===== config.mk =====
export PLATFORM = sky130hd
export DESIGN_NAME = mpw_timing
export DESIGN_NICKNAME = d
export VERILOG_FILES = /design/src/rtl/mpw_pkg.sv /design/src/rtl/mpw_sync_gate.sv /design/src/rtl/mpw_window_mon.sv /design/src/rtl/mpw_timing.sv
export SDC_FILE = /design/constraint.sdc
export NUM_CORES = 1
export LEC_CHECK = 0
export BUFFER_PORTS_ARGS = -buffer_cell sky130_fd_sc_hd__buf_2
export CAP_MARGIN = 30
export CORE_MARGIN = 4
export CORE_UTILIZATION = 65
export DETAILED_ROUTE_END_ITERATION = 8
export GPL_TIMING_DRIVEN = 0
export PLACE_DENSITY_LB_ADDON = 0.12
export SYNTH_ARGS = -nofsm -noshare
export SYNTH_HDL_FRONTEND = slang
export SYNTH_SLANG_ARGS = --single-unit

===== constraint.sdc =====
create_clock -name clk_sys -period 8.3 [get_ports clk_sys]
set_input_delay 1.245 -clock clk_sys [delete_from_list [all_inputs] [get_ports clk_sys]]
set_output_delay 1.245 -clock clk_sys [all_outputs]
set_load 0.005 [all_outputs]

===== src/rtl/mpw_pkg.sv =====
// Shared constants for the interleaved multiphase pulse timing block
package mpw_pkg;
  localparam int unsigned CLK_HZ = 125_000_000;
  // Default switching cycle length in clk_sys cycles (one period of the cycle clock)
  localparam int unsigned CYCLE_LEN_DEF = 500;
  localparam int unsigned CNT_W = 16;
  localparam int unsigned CH_N = 4;
  // Interleave divisors per timing mode
  localparam logic [2:0] DIV_2PH = 3'h2;
  localparam logic [2:0] DIV_3PH = 3'h3;
  localparam logic [2:0] DIV_4PH = 3'h4;
  // Forced off time is a quarter cycle: shift by two
  localparam int unsigned OFF_SHIFT = 2;
  localparam logic [15:0] CNT_ZERO = 16'h0000;
  localparam logic [15:0] CNT_ONE = 16'h0001;

  typedef enum logic [2:0] {
    MPW_MODE_2 = 3'b001,
    MPW_MODE_3 = 3'b010,
    MPW_MODE_4 = 3'b100
  } mpw_mode_t;

  typedef enum logic [2:0] {
    MPW_CH_IDLE = 3'b001,
    MPW_CH_OFF = 3'b010,
    MPW_CH_ARMED = 3'b100
  } mpw_ch_state_t;
endpackage : mpw_pkg


===== src/rtl/mpw_sync_gate.sv =====
// Enable qualification: combines both enable conditions into one registered level
`timescale 1ns/100ps
`default_nettype none
module mpw_sync_gate (
  input wire logic clk_sys, // System clock
  input wire logic resetn, // Synchronous reset, active low
  input wire logic en_above_thresh, // Enable input above rising threshold
  input wire logic fs_below_thresh, // Frequency-set pin pulled below disable level
  output logic run_reg // Block may sequence
);
  // Low frequency-set level overrides enable
  wire run_next = en_above_thresh & ~fs_below_thresh;
  always_ff @(posedge clk_sys) begin
    if (!resetn) begin
      run_reg <= 1'b0;
    end else begin
      run_reg <= run_next;
    end
  end
endmodule : mpw_sync_gate
`default_nettype wire


===== src/rtl/mpw_window_mon.sv =====
// Output window monitor: drives the power-good flag from two comparator levels
`timescale 1ns/100ps
`default_nettype none
module mpw_window_mon (
  input wire logic clk_sys, // System clock
  input wire logic resetn, // Synchronous reset, active low
  input wire logic volt_below_90pct, // Sensed output below 90 percent of reference
  input wire logic volt_above_2v1, // Sensed output above 2.1 V
  input wire logic run, // Block enabled
  output logic in_window_reg // Power-good level
);
  // Good only while running and inside the window
  wire in_window_next = run & ~volt_below_90pct & ~volt_above_2v1;
  always_ff @(posedge clk_sys) begin
    if (!resetn) begin
      in_window_reg <= 1'b0;
    end else begin
      in_window_reg <= in_window_next;
    end
  end
endmodule : mpw_window_mon
`default_nettype wire


===== src/rtl/mpw_timing.sv =====
// Interleaved multiphase pulse timing: phase sequencer, forced off time, crossing set
// Notes on behaviour
// - No optional output strapped high: run four-phase timing.
// - Output three strapped high: two-phase timing, channels one and two only.
// - Output four strapped high, output three not: three-phase timing, channels one to three.
// - Cycle starts with channel-one termination; cycle spans successive ones.
// - Two-phase: channel two terminates half a cycle after channel one.
// - Three-phase: terminations spaced one third of a cycle apart.
// - Four-phase: terminations spaced a quarter cycle, in channel order.
// - After termination an output stays low at least a quarter cycle.
// - After forced off the channel arms and rises at first crossing.
// - A high output stays high until its next termination command.
// - Power-good low when output under 90 percent of reference or over 2.1 V.
// - Frequency-set pin under 1 V disables the block regardless of enable.
`timescale 1ns/100ps
`default_nettype none
module mpw_timing #(
  parameter logic [15:0] CYCLE_LEN = 16'(mpw_pkg::CYCLE_LEN_DEF) // Clocks per switching cycle
) (
  input wire logic clk_sys, // System clock, 125 MHz
  input wire logic resetn, // Synchronous reset, active low
  input wire logic en_above_thresh, // Enable comparator above 1.23 V
  input wire logic freq_set_pin_low, // Frequency-set pin below 1 V
  input wire logic out3_strapped, // Output three strapped to supply
  input wire logic out4_strapped, // Output four strapped to supply
  input wire logic [3:0] ramp_cross, // Sawtooth crossed adjusted error level, per channel
  input wire logic volt_below_90pct, // Sensed output voltage under 90 percent
  input wire logic volt_above_2v1, // Sensed output voltage over 2.1 V
  output logic phase_drive_out_1, // Channel one drive
  output logic phase_drive_out_2, // Channel two drive
  output logic phase_drive_out_3, // Channel three drive
  output logic phase_drive_out_4, // Channel four drive
  output logic phase_drive_oe_3, // Output three driven (released when strapped)
  output logic phase_drive_oe_4, // Output four driven (released when strapped)
  output logic output_in_window_flag, // Power-good level
  output logic [2:0] phase_mode // Active timing mode, one-hot
);
  localparam int unsigned N = mpw_pkg::CH_N;

  // Termination offset of a channel within the cycle
  function automatic logic [15:0] term_offset(input logic [15:0] len, input logic [2:0] div,
                                              input int unsigned idx);
    logic [31:0] prod;
    prod = 32'(len) * 32'(idx);
    term_offset = 16'(prod / 32'(div));
  endfunction : term_offset

  logic run;
  logic strap_seen_reg;
  logic [2:0] mode_reg;
  logic [2:0] mode_next;
  logic [15:0] cyc_cnt_reg;
  logic [15:0] cyc_cnt_next;
  logic run_d_reg;
  logic [N-1:0] drive_reg;
  logic [N-1:0] oe_reg;
  logic [N-1:0] active_mask;
  logic [N-1:0] term_hit;
  mpw_pkg::mpw_ch_state_t st_reg [N];
  logic [15:0] off_cnt_reg [N];
  logic in_window;

  mpw_sync_gate u_gate (
    .clk_sys(clk_sys),
    .resetn(resetn),
    .en_above_thresh(en_above_thresh),
    .fs_below_thresh(freq_set_pin_low),
    .run_reg(run)
  );

  mpw_window_mon u_mon (
    .clk_sys(clk_sys),
    .resetn(resetn),
    .volt_below_90pct(volt_below_90pct),
    .volt_above_2v1(volt_above_2v1),
    .run(run),
    .in_window_reg(in_window)
  );

  // Mode decode from the straps; output three strap wins as it disables two channels
  assign mode_next = out3_strapped ? mpw_pkg::MPW_MODE_2 :
                     out4_strapped ? mpw_pkg::MPW_MODE_3 :
                                     mpw_pkg::MPW_MODE_4;
  wire [2:0] div_sel = (mode_reg == mpw_pkg::MPW_MODE_2) ? mpw_pkg::DIV_2PH :
                       (mode_reg == mpw_pkg::MPW_MODE_3) ? mpw_pkg::DIV_3PH : mpw_pkg::DIV_4PH;
  assign active_mask = (mode_reg == mpw_pkg::MPW_MODE_2) ? 4'h3 :
                       (mode_reg == mpw_pkg::MPW_MODE_3) ? 4'h7 : 4'hf;
  wire [15:0] off_len = CYCLE_LEN >> mpw_pkg::OFF_SHIFT;
  wire run_rise = run & ~run_d_reg;

  // Straps are caught once after reset release; live changes would tear the interleave
  always_ff @(posedge clk_sys) begin
    if (!resetn) begin
      strap_seen_reg <= 1'b0;
      mode_reg <= mpw_pkg::MPW_MODE_4;
    end else if (!strap_seen_reg) begin
      strap_seen_reg <= 1'b1;
      mode_reg <= mode_next;
    end
  end

  // Cycle counter: zero is the channel-one termination point
  assign cyc_cnt_next = (!run || run_rise) ? mpw_pkg::CNT_ZERO :
                        (cyc_cnt_reg == CYCLE_LEN - mpw_pkg::CNT_ONE) ? mpw_pkg::CNT_ZERO :
                        cyc_cnt_reg + mpw_pkg::CNT_ONE;
  always_ff @(posedge clk_sys) begin
    if (!resetn) begin
      cyc_cnt_reg <= mpw_pkg::CNT_ZERO;
      run_d_reg <= 1'b0;
    end else begin
      cyc_cnt_reg <= cyc_cnt_next;
      run_d_reg <= run;
    end
  end

  // Per-channel termination commands at evenly spaced offsets
  genvar g;
  generate
    for (g = 0; g < N; g++) begin : g_ch
      assign term_hit[g] = run && active_mask[g] && strap_seen_reg &&
                           (cyc_cnt_next == term_offset(CYCLE_LEN, div_sel, g));
      wire off_done = (off_cnt_reg[g] == mpw_pkg::CNT_ZERO);

      // Channel state: forced off, then armed, then high until next termination
      always_ff @(posedge clk_sys) begin
        if (!resetn || !run) begin
          st_reg[g] <= mpw_pkg::MPW_CH_IDLE;
          off_cnt_reg[g] <= mpw_pkg::CNT_ZERO;
          drive_reg[g] <= 1'b0;
        end else if (term_hit[g]) begin
          st_reg[g] <= mpw_pkg::MPW_CH_OFF;
          off_cnt_reg[g] <= off_len - mpw_pkg::CNT_ONE;
          drive_reg[g] <= 1'b0;
        end else begin
          case (st_reg[g])
            mpw_pkg::MPW_CH_IDLE: begin
              drive_reg[g] <= 1'b0;
            end
            mpw_pkg::MPW_CH_OFF: begin
              drive_reg[g] <= 1'b0;
              if (off_done) begin
                st_reg[g] <= mpw_pkg::MPW_CH_ARMED;
              end else begin
                off_cnt_reg[g] <= off_cnt_reg[g] - mpw_pkg::CNT_ONE;
              end
            end
            mpw_pkg::MPW_CH_ARMED: begin
              // Set once on crossing and held; no crossing means zero duty
              if (ramp_cross[g]) begin
                drive_reg[g] <= 1'b1;
              end
            end
            default: begin
              st_reg[g] <= mpw_pkg::MPW_CH_IDLE;
              drive_reg[g] <= 1'b0;
            end
          endcase
        end
      end

      // Strapped outputs are released so the supply strap is not fought
      always_ff @(posedge clk_sys) begin
        if (!resetn) begin
          oe_reg[g] <= 1'b0;
        end else begin
          oe_reg[g] <= strap_seen_reg & active_mask[g];
        end
      end

      // Low-run length, saturating so a long zero-duty stretch cannot wrap into a false short one
      logic [15:0] low_run_reg;
      always_ff @(posedge clk_sys) begin
        if (!resetn || drive_reg[g]) begin
          low_run_reg <= mpw_pkg::CNT_ZERO;
        end else if (low_run_reg != ~mpw_pkg::CNT_ZERO) begin
          low_run_reg <= low_run_reg + mpw_pkg::CNT_ONE;
        end
      end

      // A rise only after a full forced off stretch, whatever the cycle length
      off_time_a: assert property (@(posedge clk_sys) disable iff (!resetn)
        $rose(drive_reg[g]) |-> (low_run_reg >= off_len))
        else $error("channel rose inside forced off time");
      // Forced off ends in the armed state
      arm_after_off_a: assert property (@(posedge clk_sys) disable iff (!resetn)
        (run && !term_hit[g] && st_reg[g] == mpw_pkg::MPW_CH_OFF && off_cnt_reg[g] == mpw_pkg::CNT_ZERO)
          |=> (st_reg[g] == mpw_pkg::MPW_CH_ARMED))
        else $error("channel not armed after forced off");
      // A crossing while armed sets the output on the next edge
      arm_rise_a: assert property (@(posedge clk_sys) disable iff (!resetn)
        (run && !term_hit[g] && st_reg[g] == mpw_pkg::MPW_CH_ARMED && ramp_cross[g]) |=> drive_reg[g])
        else $error("armed channel missed its crossing");
      // No crossing, no pulse
      zero_duty_a: assert property (@(posedge clk_sys) disable iff (!resetn)
        (!drive_reg[g] && !ramp_cross[g]) |=> !drive_reg[g])
        else $error("channel rose with no crossing");
      // Termination always pulls the output low on the next edge
      term_low_a: assert property (@(posedge clk_sys) disable iff (!resetn)
        term_hit[g] |=> !drive_reg[g])
        else $error("channel high after its termination");
      // Channels outside the timing mode never drive
      inactive_low_a: assert property (@(posedge clk_sys) disable iff (!resetn)
        !active_mask[g] |-> !drive_reg[g])
        else $error("inactive channel driven");
    end
  endgenerate

  // Outputs straight from flops
  always_ff @(posedge clk_sys) begin
    if (!resetn) begin
      output_in_window_flag <= 1'b0;
      phase_mode <= mpw_pkg::MPW_MODE_4;
    end else begin
      output_in_window_flag <= in_window;
      phase_mode <= mode_reg;
    end
  end
  assign phase_drive_out_1 = drive_reg[0];
  assign phase_drive_out_2 = drive_reg[1];
  assign phase_drive_out_3 = drive_reg[2];
  assign phase_drive_out_4 = drive_reg[3];
  assign phase_drive_oe_3 = oe_reg[2];
  assign phase_drive_oe_4 = oe_reg[3];

  // Helper: clocks since last channel-one termination
  logic [15:0] since_t1_reg;
  always_ff @(posedge clk_sys) begin
    if (!resetn || term_hit[0]) begin
      since_t1_reg <= mpw_pkg::CNT_ZERO;
    end else begin
      since_t1_reg <= since_t1_reg + mpw_pkg::CNT_ONE;
    end
  end


  // Checks on the sequencer, the straps and the flag
  // Channel two holds high between its terminations
  hold_high_a: assert property (@(posedge clk_sys) disable iff (!resetn)
    (drive_reg[1] && run && !term_hit[1]) |=> drive_reg[1])
    else $error("channel two dropped without termination");
  // Disable clears every phase drive output on the next edge
  disable_low_a: assert property (@(posedge clk_sys) disable iff (!resetn)
    !run |=> (drive_reg == 4'h0))
    else $error("output high while disabled");
  // Low frequency-set level overrides enable one edge later
  fs_off_a: assert property (@(posedge clk_sys) disable iff (!resetn)
    freq_set_pin_low |-> ##1 !run)
    else $error("frequency-set low did not disable");
  // Window faults reach the flag through two register stages
  output_in_window_flag_low_a: assert property (@(posedge clk_sys) disable iff (!resetn)
    (volt_above_2v1 || volt_below_90pct) |-> ##2 !output_in_window_flag)
    else $error("power-good high outside window");
  // A disabled block never reports good
  pg_off_a: assert property (@(posedge clk_sys) disable iff (!resetn)
    !run |-> ##2 !output_in_window_flag)
    else $error("power-good high while disabled");
  // Straps land in the mode register on the capture edge
  mode_pick_a: assert property (@(posedge clk_sys) disable iff (!resetn)
    $rose(strap_seen_reg) |-> (mode_reg == $past(mode_next)))
    else $error("timing mode does not follow the straps");
  // Two-phase keeps outputs three and four low
  two_phase_a: assert property (@(posedge clk_sys) disable iff (!resetn)
    (mode_reg == mpw_pkg::MPW_MODE_2) |-> (drive_reg[3:2] == 2'b00))
    else $error("channel three or four driven in two-phase mode");
  // Three-phase keeps output four low
  three_phase_a: assert property (@(posedge clk_sys) disable iff (!resetn)
    (mode_reg == mpw_pkg::MPW_MODE_3) |-> !drive_reg[3])
    else $error("channel four driven in three-phase mode");
  // Output four is released whenever fewer than four phases run
  strap_rel_a: assert property (@(posedge clk_sys) disable iff (!resetn)
    (strap_seen_reg && mode_reg != mpw_pkg::MPW_MODE_4) |=> !oe_reg[3])
    else $error("strapped output four still driven");
  // Channel two termination point per mode; a fall caused by disable is left out
  half_space_a: assert property (@(posedge clk_sys) disable iff (!resetn)
    ((mode_reg == mpw_pkg::MPW_MODE_2) && $fell(drive_reg[1]) && $past(run))
      |-> (cyc_cnt_reg == CYCLE_LEN / 16'(mpw_pkg::DIV_2PH)))
    else $error("two-phase channel two not half a cycle late");
  third_space_a: assert property (@(posedge clk_sys) disable iff (!resetn)
    ((mode_reg == mpw_pkg::MPW_MODE_3) && $fell(drive_reg[1]) && $past(run))
      |-> (cyc_cnt_reg == CYCLE_LEN / 16'(mpw_pkg::DIV_3PH)))
    else $error("three-phase channel two not a third of a cycle late");
  quarter_space_a: assert property (@(posedge clk_sys) disable iff (!resetn)
    ((mode_reg == mpw_pkg::MPW_MODE_4) && $fell(drive_reg[1]) && $past(run))
      |-> (cyc_cnt_reg == CYCLE_LEN / 16'(mpw_pkg::DIV_4PH)))
    else $error("four-phase channel two not a quarter cycle late");
  // Each enable restarts the sequence at channel one
  restart_a: assert property (@(posedge clk_sys) disable iff (!resetn)
    run_rise |-> term_hit[0])
    else $error("re-enable did not start with channel one");
  // Channel-one terminations one full cycle apart
  cycle_len_a: assert property (@(posedge clk_sys) disable iff (!resetn)
    (term_hit[0] && $past(run) && run && !$past(run_rise)) |-> (since_t1_reg == CYCLE_LEN - mpw_pkg::CNT_ONE))
    else $error("channel one termination period wrong");
  // Channel one rises only on a crossing
  rise_cross_a: assert property (@(posedge clk_sys) disable iff (!resetn)
    $rose(drive_reg[0]) |-> $past(ramp_cross[0]))
    else $error("channel one rose without crossing");
endmodule : mpw_timing
`default_nettype wire


* After elaboration in Yosys (flattened, before gate mapping)
Memories as Yosys holds them, arrays and structs flattened.
Index checks and enable logic that the tools add are counted.
** Cells by class
- Add/sub/neg operators :: 5
- $mul :: 0
- Div/mod/pow operators :: 4
- $lt $le $gt $ge :: 0
- Equal/unequal tests :: 19
- Shift operators :: 0
- Mux-type cells :: 99
- Bitwise logic cells :: 34
- Reductions and logical operators :: 28
** Operator list (count)
- 16-bit 2-to-1 mux :: 10
- 1-bit 2-to-1 mux :: 71
- 16-bit == test :: 4
- 16-bit logical NOT :: 4
- 16-bit by 1-bit subtractor with 16-bit output (second input constant) :: 4
- 3-bit 2-to-1 mux :: 16
- 0-bit by 3-bit divider with 32-bit output :: 1
- 10-bit by 3-bit divider with 32-bit output (first input constant) :: 1
- 11-bit by 3-bit divider with 32-bit output (first input constant) :: 1
- 9-bit by 3-bit divider with 32-bit output (first input constant) :: 1
- 3-bit OR reduction :: 8
- 1-bit bitwise OR :: 20
- 16-bit by 1-bit adder with 16-bit output (second input constant) :: 1
- 16-bit by 9-bit == test with 1-bit output (second input constant) :: 1
- 3-bit by 1-bit == test with 1-bit output (second input constant) :: 5
- 3-bit by 2-bit == test with 1-bit output (second input constant) :: 5
- 3-bit == test (second input constant) :: 4
- 1-bit logical AND :: 12
- 4-bit 2-to-1 mux :: 2
- 1-bit NOT :: 8
- 1-bit bitwise AND :: 6
- 1-bit logical NOT :: 2
- 1-bit logical OR :: 2
** Word-level totals
- Register bits after elaboration :: 33
- Bits in latches :: 0
- Memory bits (writable) :: 76
- Memory bits (read-only) :: 0
- Output and inout bits :: 10
- Logic and storage cells :: 205
- Memories kept :: 2
** Memory list
- off_cnt_reg :: words 4, bits a word 16, rd ports 4, clocked after Yosys merged registers in 0, wr ports 4, line mpw_timing.sv:60 : logic [15:0] off_cnt_reg [N];
- st_reg :: words 4, bits a word 3, rd ports 4, clocked after Yosys merged registers in 0, wr ports 4, line mpw_timing.sv:59 : mpw_pkg::mpw_ch_state_t st_reg [N];

* Logic depth before layout (Yosys ltp)
- Word-level depth :: 12
- Depth in mapped cells :: 12
- Depth with buffers taken out :: 11

* Modules after synthesis
Synthesis repeated with hierarchy kept, for this count alone.
** Second synthesis, totals
- Cell total of the unflattened synthesis :: 603
- Area, all modules :: 5891.9 µm²
** Modules (own cells, without submodules)
- mpw_timing :: instances 1, cells an instance 599, area an instance 5830.6 µm², sequential area each 2902.8 µm²
- mpw_window_mon :: instances 1, cells an instance 2, area an instance 32.5 µm², sequential area each 20.0 µm²
- mpw_sync_gate :: instances 1, cells an instance 2, area an instance 28.8 µm², sequential area each 20.0 µm²

* Least setup slack after synthesis
OpenSTA, ideal clock, no wires.
- Path type :: register to register
- Start :: reg cyc_cnt_reg[1]
- End :: mem off_cnt_reg[0][0] (enable)
- Setup time :: 0.372 ns
- Arrival :: 2.586 ns
- Required time :: 7.928 ns
- Slack :: 5.343 ns
- Cell stages (with the launch flop) :: 10
- Path through :: dfxtp_1 ha_1 nand3_4 nor4b_1 nor3_1 or3_1 a211o_1 or3_1 buf_2 nand2_1
** RTL lines
- start, declared :: line mpw_timing.sv:52 : logic [15:0] cyc_cnt_reg;
- start signal, assigned :: line mpw_timing.sv:108 : cyc_cnt_reg <= mpw_pkg::CNT_ZERO;
- start signal, assigned :: line mpw_timing.sv:111 : cyc_cnt_reg <= cyc_cnt_next;
- end, declared :: line mpw_timing.sv:60

==> flow_summary.rst <==
.. list-table::
   :header-rows: 1

   * - Metric
     - Value
   * - Worst slew margin relative to its limit
     - 48.6%
   * - Synthesized-area fraction occupied by and/or/nand/nor cells
     - 28.7%
   * - Post-detail-place hpwl
     - 8.66 mm
   * - Ratio of total power to cell area
     - 157 nW/um^2
   * - Final routed wire length divided by cell count
     - 16.0 um
   * - Capturing point of the worst reg2reg path
     - off_cnt_reg[0][2]
   * - Top-level port count
     - 22
   * - Number of enable flip-flop cells after synthesis
     - 76
   * - Gpl congestion
     - 0.884
   * - FF-to-FF setup slack
     - 4.62 ns
   * - Worst Clk Skew
     - 0.0127 ns
   * - Fraction of final layout cells sized beyond drive strength 1
     - 12.6%
   * - Setup repair after global routing missed its margin
     - no
   * - Fill count
     - 654
   * - Critical-path maximum fanout
     - 16
   * - Worst setup slack after layout
     - 4.62 ns
   * - Critical setup path kind
     - flop to flop
   * - Result of the run
     - finished clean
   * - Initial Util
     - 68.1%
   * - Fin Setup TNS
     - 0 ns
   * - Total Wirelength
     - 12.1 mm
   * - Kind of capture point of the worst setup path
     - flop
   * - Number of nets in the synthesized netlist
     - 625
   * - Fin cells
     - 752
   * - Design Area, Final
     - 6440 um^2
   * - Count of max-cap constraint violations
     - 0
   * - Share of the yosys chip area belonging to registers
     - 48.8%
   * - Cells after DPL
     - 736
   * - Share of the synthesized area in compound gates (AO/OA/AOI/OAI)
     - 6.98%
   * - Vias post-DR
     - 4594
   * - Fraction of synthesis flops using an asynchronous set or reset pin
     - 0%
   * - Via density per instance
     - 6.11
   * - Die outline height
     - 104 um
   * - Main flop type after synthesis
     - sky130_fd_sc_hd__edfxtp_1
   * - Number of flip-flops in the largest register
     - 64
   * - Worst Setup Start Kind
     - flop
   * - Layout overhead on the synthesized area
     - 6.96%
   * - Most used standard cell by instance count after synthesis
     - sky130_fd_sc_hd__nor2_1
   * - Count of cells resized by post-cts repair
     - 0
   * - Time the worst path needs with I/O delays and setup
     - 3.68 ns
   * - First-pass GRT wire length
     - 20.6 mm
   * - #FFs+latches synth
     - 109
   * - DRC Markers
     - 0
   * - Maximum achievable frequency
     - 272 MHz
   * - Synth Instances
     - 607
   * - Root Buffer
     - sky130_fd_sc_hd__clkbuf_8
   * - Post-Place Cell Area
     - 6260 um^2
   * - TritonCTS clock tree
     - built
   * - Static Leak
     - 2.40 nW
   * - Average instance area after synthesis
     - 9.93 um^2
   * - Adder-Cell Fraction of Synth Area
     - 1.25%
   * - Total clock buffers created by CTS
     - 9
   * - Hold Crit Class
     - flop to flop
   * - Portion of the clock cycle consumed by the worst path in the final layout
     - 44.3%
   * - Total setup buffers inserted after CTS
     - 0
   * - CP Capture Point
     - off_cnt_reg[0][2]
   * - Die ar.
     - 10900 um^2
   * - H-tree Lvls
     - 3
   * - Antenna diode count
     - 0
   * - Clock Tree Buf Depth
     - 2
   * - Warnings, synthesis
     - 0
   * - Top cell types by occurrence after synthesis
     - sky130_fd_sc_hd__nor2_1, sky130_fd_sc_hd__edfxtp_1, sky130_fd_sc_hd__nand2_1
   * - Total gr overflow
     - 0
   * - Count of cells along the worst register-to-register path
     - 9
   * - Largest family of logic cells by synthesized area
     - simple AND/OR/NAND/NOR gates
   * - Top cell type by total area after synthesis
     - sky130_fd_sc_hd__edfxtp_1
   * - IR Drop Worst-Case VDD
     - 0.000108 V
   * - Final setup violating endpoints
     - 0
   * - Xor/xnor share of the synthesized area
     - 10.0%
   * - Core box area
     - 8850 um^2
   * - GRT Resource Usage Total
     - 22.9%
   * - Port buffer count
     - 21
   * - Worst endpoint required time
     - 8.31 ns
   * - Clock slew at reported path FFs
     - 0.11 ns
   * - Number of nets at the end of the flow
     - 657
   * - Arrival time at the worst endpoint
     - 3.69 ns
   * - Total design power
     - 1.01 mW
   * - Die width
     - 104 um
   * - Pin count of the biggest net entering global routing
     - 20
   * - Launch point of the worst path
     - cyc_cnt_reg[0]
   * - Worst-margin pin slew
     - 0.764 ns
   * - Post-placement worst setup slack
     - 4.65 ns
   * - Iteration-0 DRC Markers
     - 288
   * - Final ANT Viol Nets
     - 0
   * - Placement Rows
     - 34
   * - Startpoint of the lowest-slack register-to-register path
     - cyc_cnt_reg[0]
   * - Via count of the first global-routing pass
     - 4435
   * - Post-synth cell types
     - 64
   * - Fin. max-slew vios
     - 0
   * - Number of antenna violations at the first check in global routing
     - 0
   * - Area contributors post-synth
     - sky130_fd_sc_hd__edfxtp_1, sky130_fd_sc_hd__dfxtp_1, sky130_fd_sc_hd__xnor2_1, sky130_fd_sc_hd__nor2_1, sky130_fd_sc_hd__nand2_1
   * - Number of iterations in the first detailed-routing pass
     - 5
   * - Total of hold buffers inserted after clock tree synthesis
     - 0
   * - Clock Sink Count
     - 109
   * - Portion of synthesized cell area occupied by the leading cell type
     - 37.9%
   * - Hold Fails Final Rpt
     - 0
   * - Proportion of synthesized area in mux cells
     - 0.872%
   * - Cell Area, Synth
     - 6020 um^2
   * - Clk Latency, worst-skew pair
     - 0.37 ns
## where the power goes
group	internal [mW]	leakage (nW)	switching (mW)
sequential	0.588	1.16	0.0114
clock	0.116	0.0940	0.193
combinational	0.0455	1.14	0.0608
## kinds of logic (layout without fill, tap and decap cells)
logic type      after synthesis  count (layout)
compound gates               61              61
xor+xnor                     68              68
buf+inv                      40              77
flops                       109             109
mux                           4               4
fa+ha+maj                     6               6
simple gates                319             319
## layout make-up
cell class                      instances  area [um^2]  area share, %
Buffer                                 27          155           2.41
Clock buffer                           10          128           1.98
Clock inverter                          6         51.3          0.796
Inverter                               13         48.8          0.757
Multi-Input combinational cell        458         2880           44.7
Sequential cell                       109         2940           45.7
Tap cell                              108          135           2.10
Timing Repair Buffer                   21          105           1.63
## per-stage QoR
step	hold WS (ns)	util, %
after detailed placement	0.450	70.8
final	0.472	72.8
after CTS	0.480	72.8
after global placement	0.414	70.8
after global routing	0.503	72.8
after floorplan	0.412	-
## critical path, cell delays in order (launching register included)
cell	delay, ns
sky130_fd_sc_hd__dfxtp_1	0.36
sky130_fd_sc_hd__buf_6	0.14
sky130_fd_sc_hd__nand4_1	0.29
sky130_fd_sc_hd__nor4_1	0.45
sky130_fd_sc_hd__xor2_1	0.13
sky130_fd_sc_hd__a211oi_1	0.54
sky130_fd_sc_hd__a21oi_1	0.28
sky130_fd_sc_hd__or3_1	0.39
sky130_fd_sc_hd__buf_2	0.18
sky130_fd_sc_hd__nand2_1	0.54
## layer usage
layer | part of all wire, % | GRT usage (%)
met5 | 0 | 0
met3 | 4.4 | 4.16
met1 | 44 | 29.1
met2 | 51 | 40.2
met4 | 0.76 | 5.89
## cells in the final DEF (no fill, tap or decap), types with 2 or more instances in the layout
master / count
sky130_fd_sc_hd__xnor2_1: 43
sky130_fd_sc_hd__nor3_1: 29
sky130_fd_sc_hd__nor2b_1: 11
sky130_fd_sc_hd__mux2i_1: 3
sky130_fd_sc_hd__and2_1: 7
sky130_fd_sc_hd__o22ai_1: 4
sky130_fd_sc_hd__buf_2: 28
sky130_fd_sc_hd__buf_6: 3
sky130_fd_sc_hd__inv_1: 13
sky130_fd_sc_hd__clkbuf_8: 9
sky130_fd_sc_hd__edfxtp_1: 76
sky130_fd_sc_hd__a211oi_1: 3
sky130_fd_sc_hd__nand4_1: 11
sky130_fd_sc_hd__inv_6: 4
sky130_fd_sc_hd__nor3_2: 3
sky130_fd_sc_hd__or2_2: 4
sky130_fd_sc_hd__nand3_1: 15
sky130_fd_sc_hd__nand4b_1: 5
sky130_fd_sc_hd__nor4b_1: 5
sky130_fd_sc_hd__ha_1: 6
sky130_fd_sc_hd__xor2_1: 24
sky130_fd_sc_hd__a21oi_1: 15
sky130_fd_sc_hd__nor3b_1: 9
sky130_fd_sc_hd__and3_1: 10
sky130_fd_sc_hd__o31a_1: 3
sky130_fd_sc_hd__nand3b_1: 6
sky130_fd_sc_hd__nand2b_1: 8
sky130_fd_sc_hd__clkbuf_1: 12
sky130_fd_sc_hd__or3_1: 10
sky130_fd_sc_hd__o21ai_0: 13
sky130_fd_sc_hd__a22oi_1: 2
sky130_fd_sc_hd__dfxtp_1: 33
sky130_fd_sc_hd__and4_1: 4
sky130_fd_sc_hd__nor4_1: 28
sky130_fd_sc_hd__nor2_1: 78
sky130_fd_sc_hd__or3b_2: 5
sky130_fd_sc_hd__buf_4: 6
sky130_fd_sc_hd__or4_1: 4
sky130_fd_sc_hd__a21oi_2: 5
sky130_fd_sc_hd__nand2_1: 59
## worst min path at each step
stage / slack, ns / from / cells after the start / endpoint
floorplan: 0.41 / u_mon.in_window_reg / 1 / output_in_window_flag
global placement: 0.41 / u_mon.in_window_reg / 1 / output_in_window_flag
detailed placement: 0.45 / u_mon.in_window_reg / 1 / output_in_window_flag
CTS: 0.48 / u_mon.in_window_reg / 1 / output_in_window_flag
global route: 0.50 / u_mon.in_window_reg / 1 / output_in_window_flag
finish: 0.47 / u_mon.in_window_reg / 1 / output_in_window_flag
No activity file was read; power rests on OpenSTA's default activity.
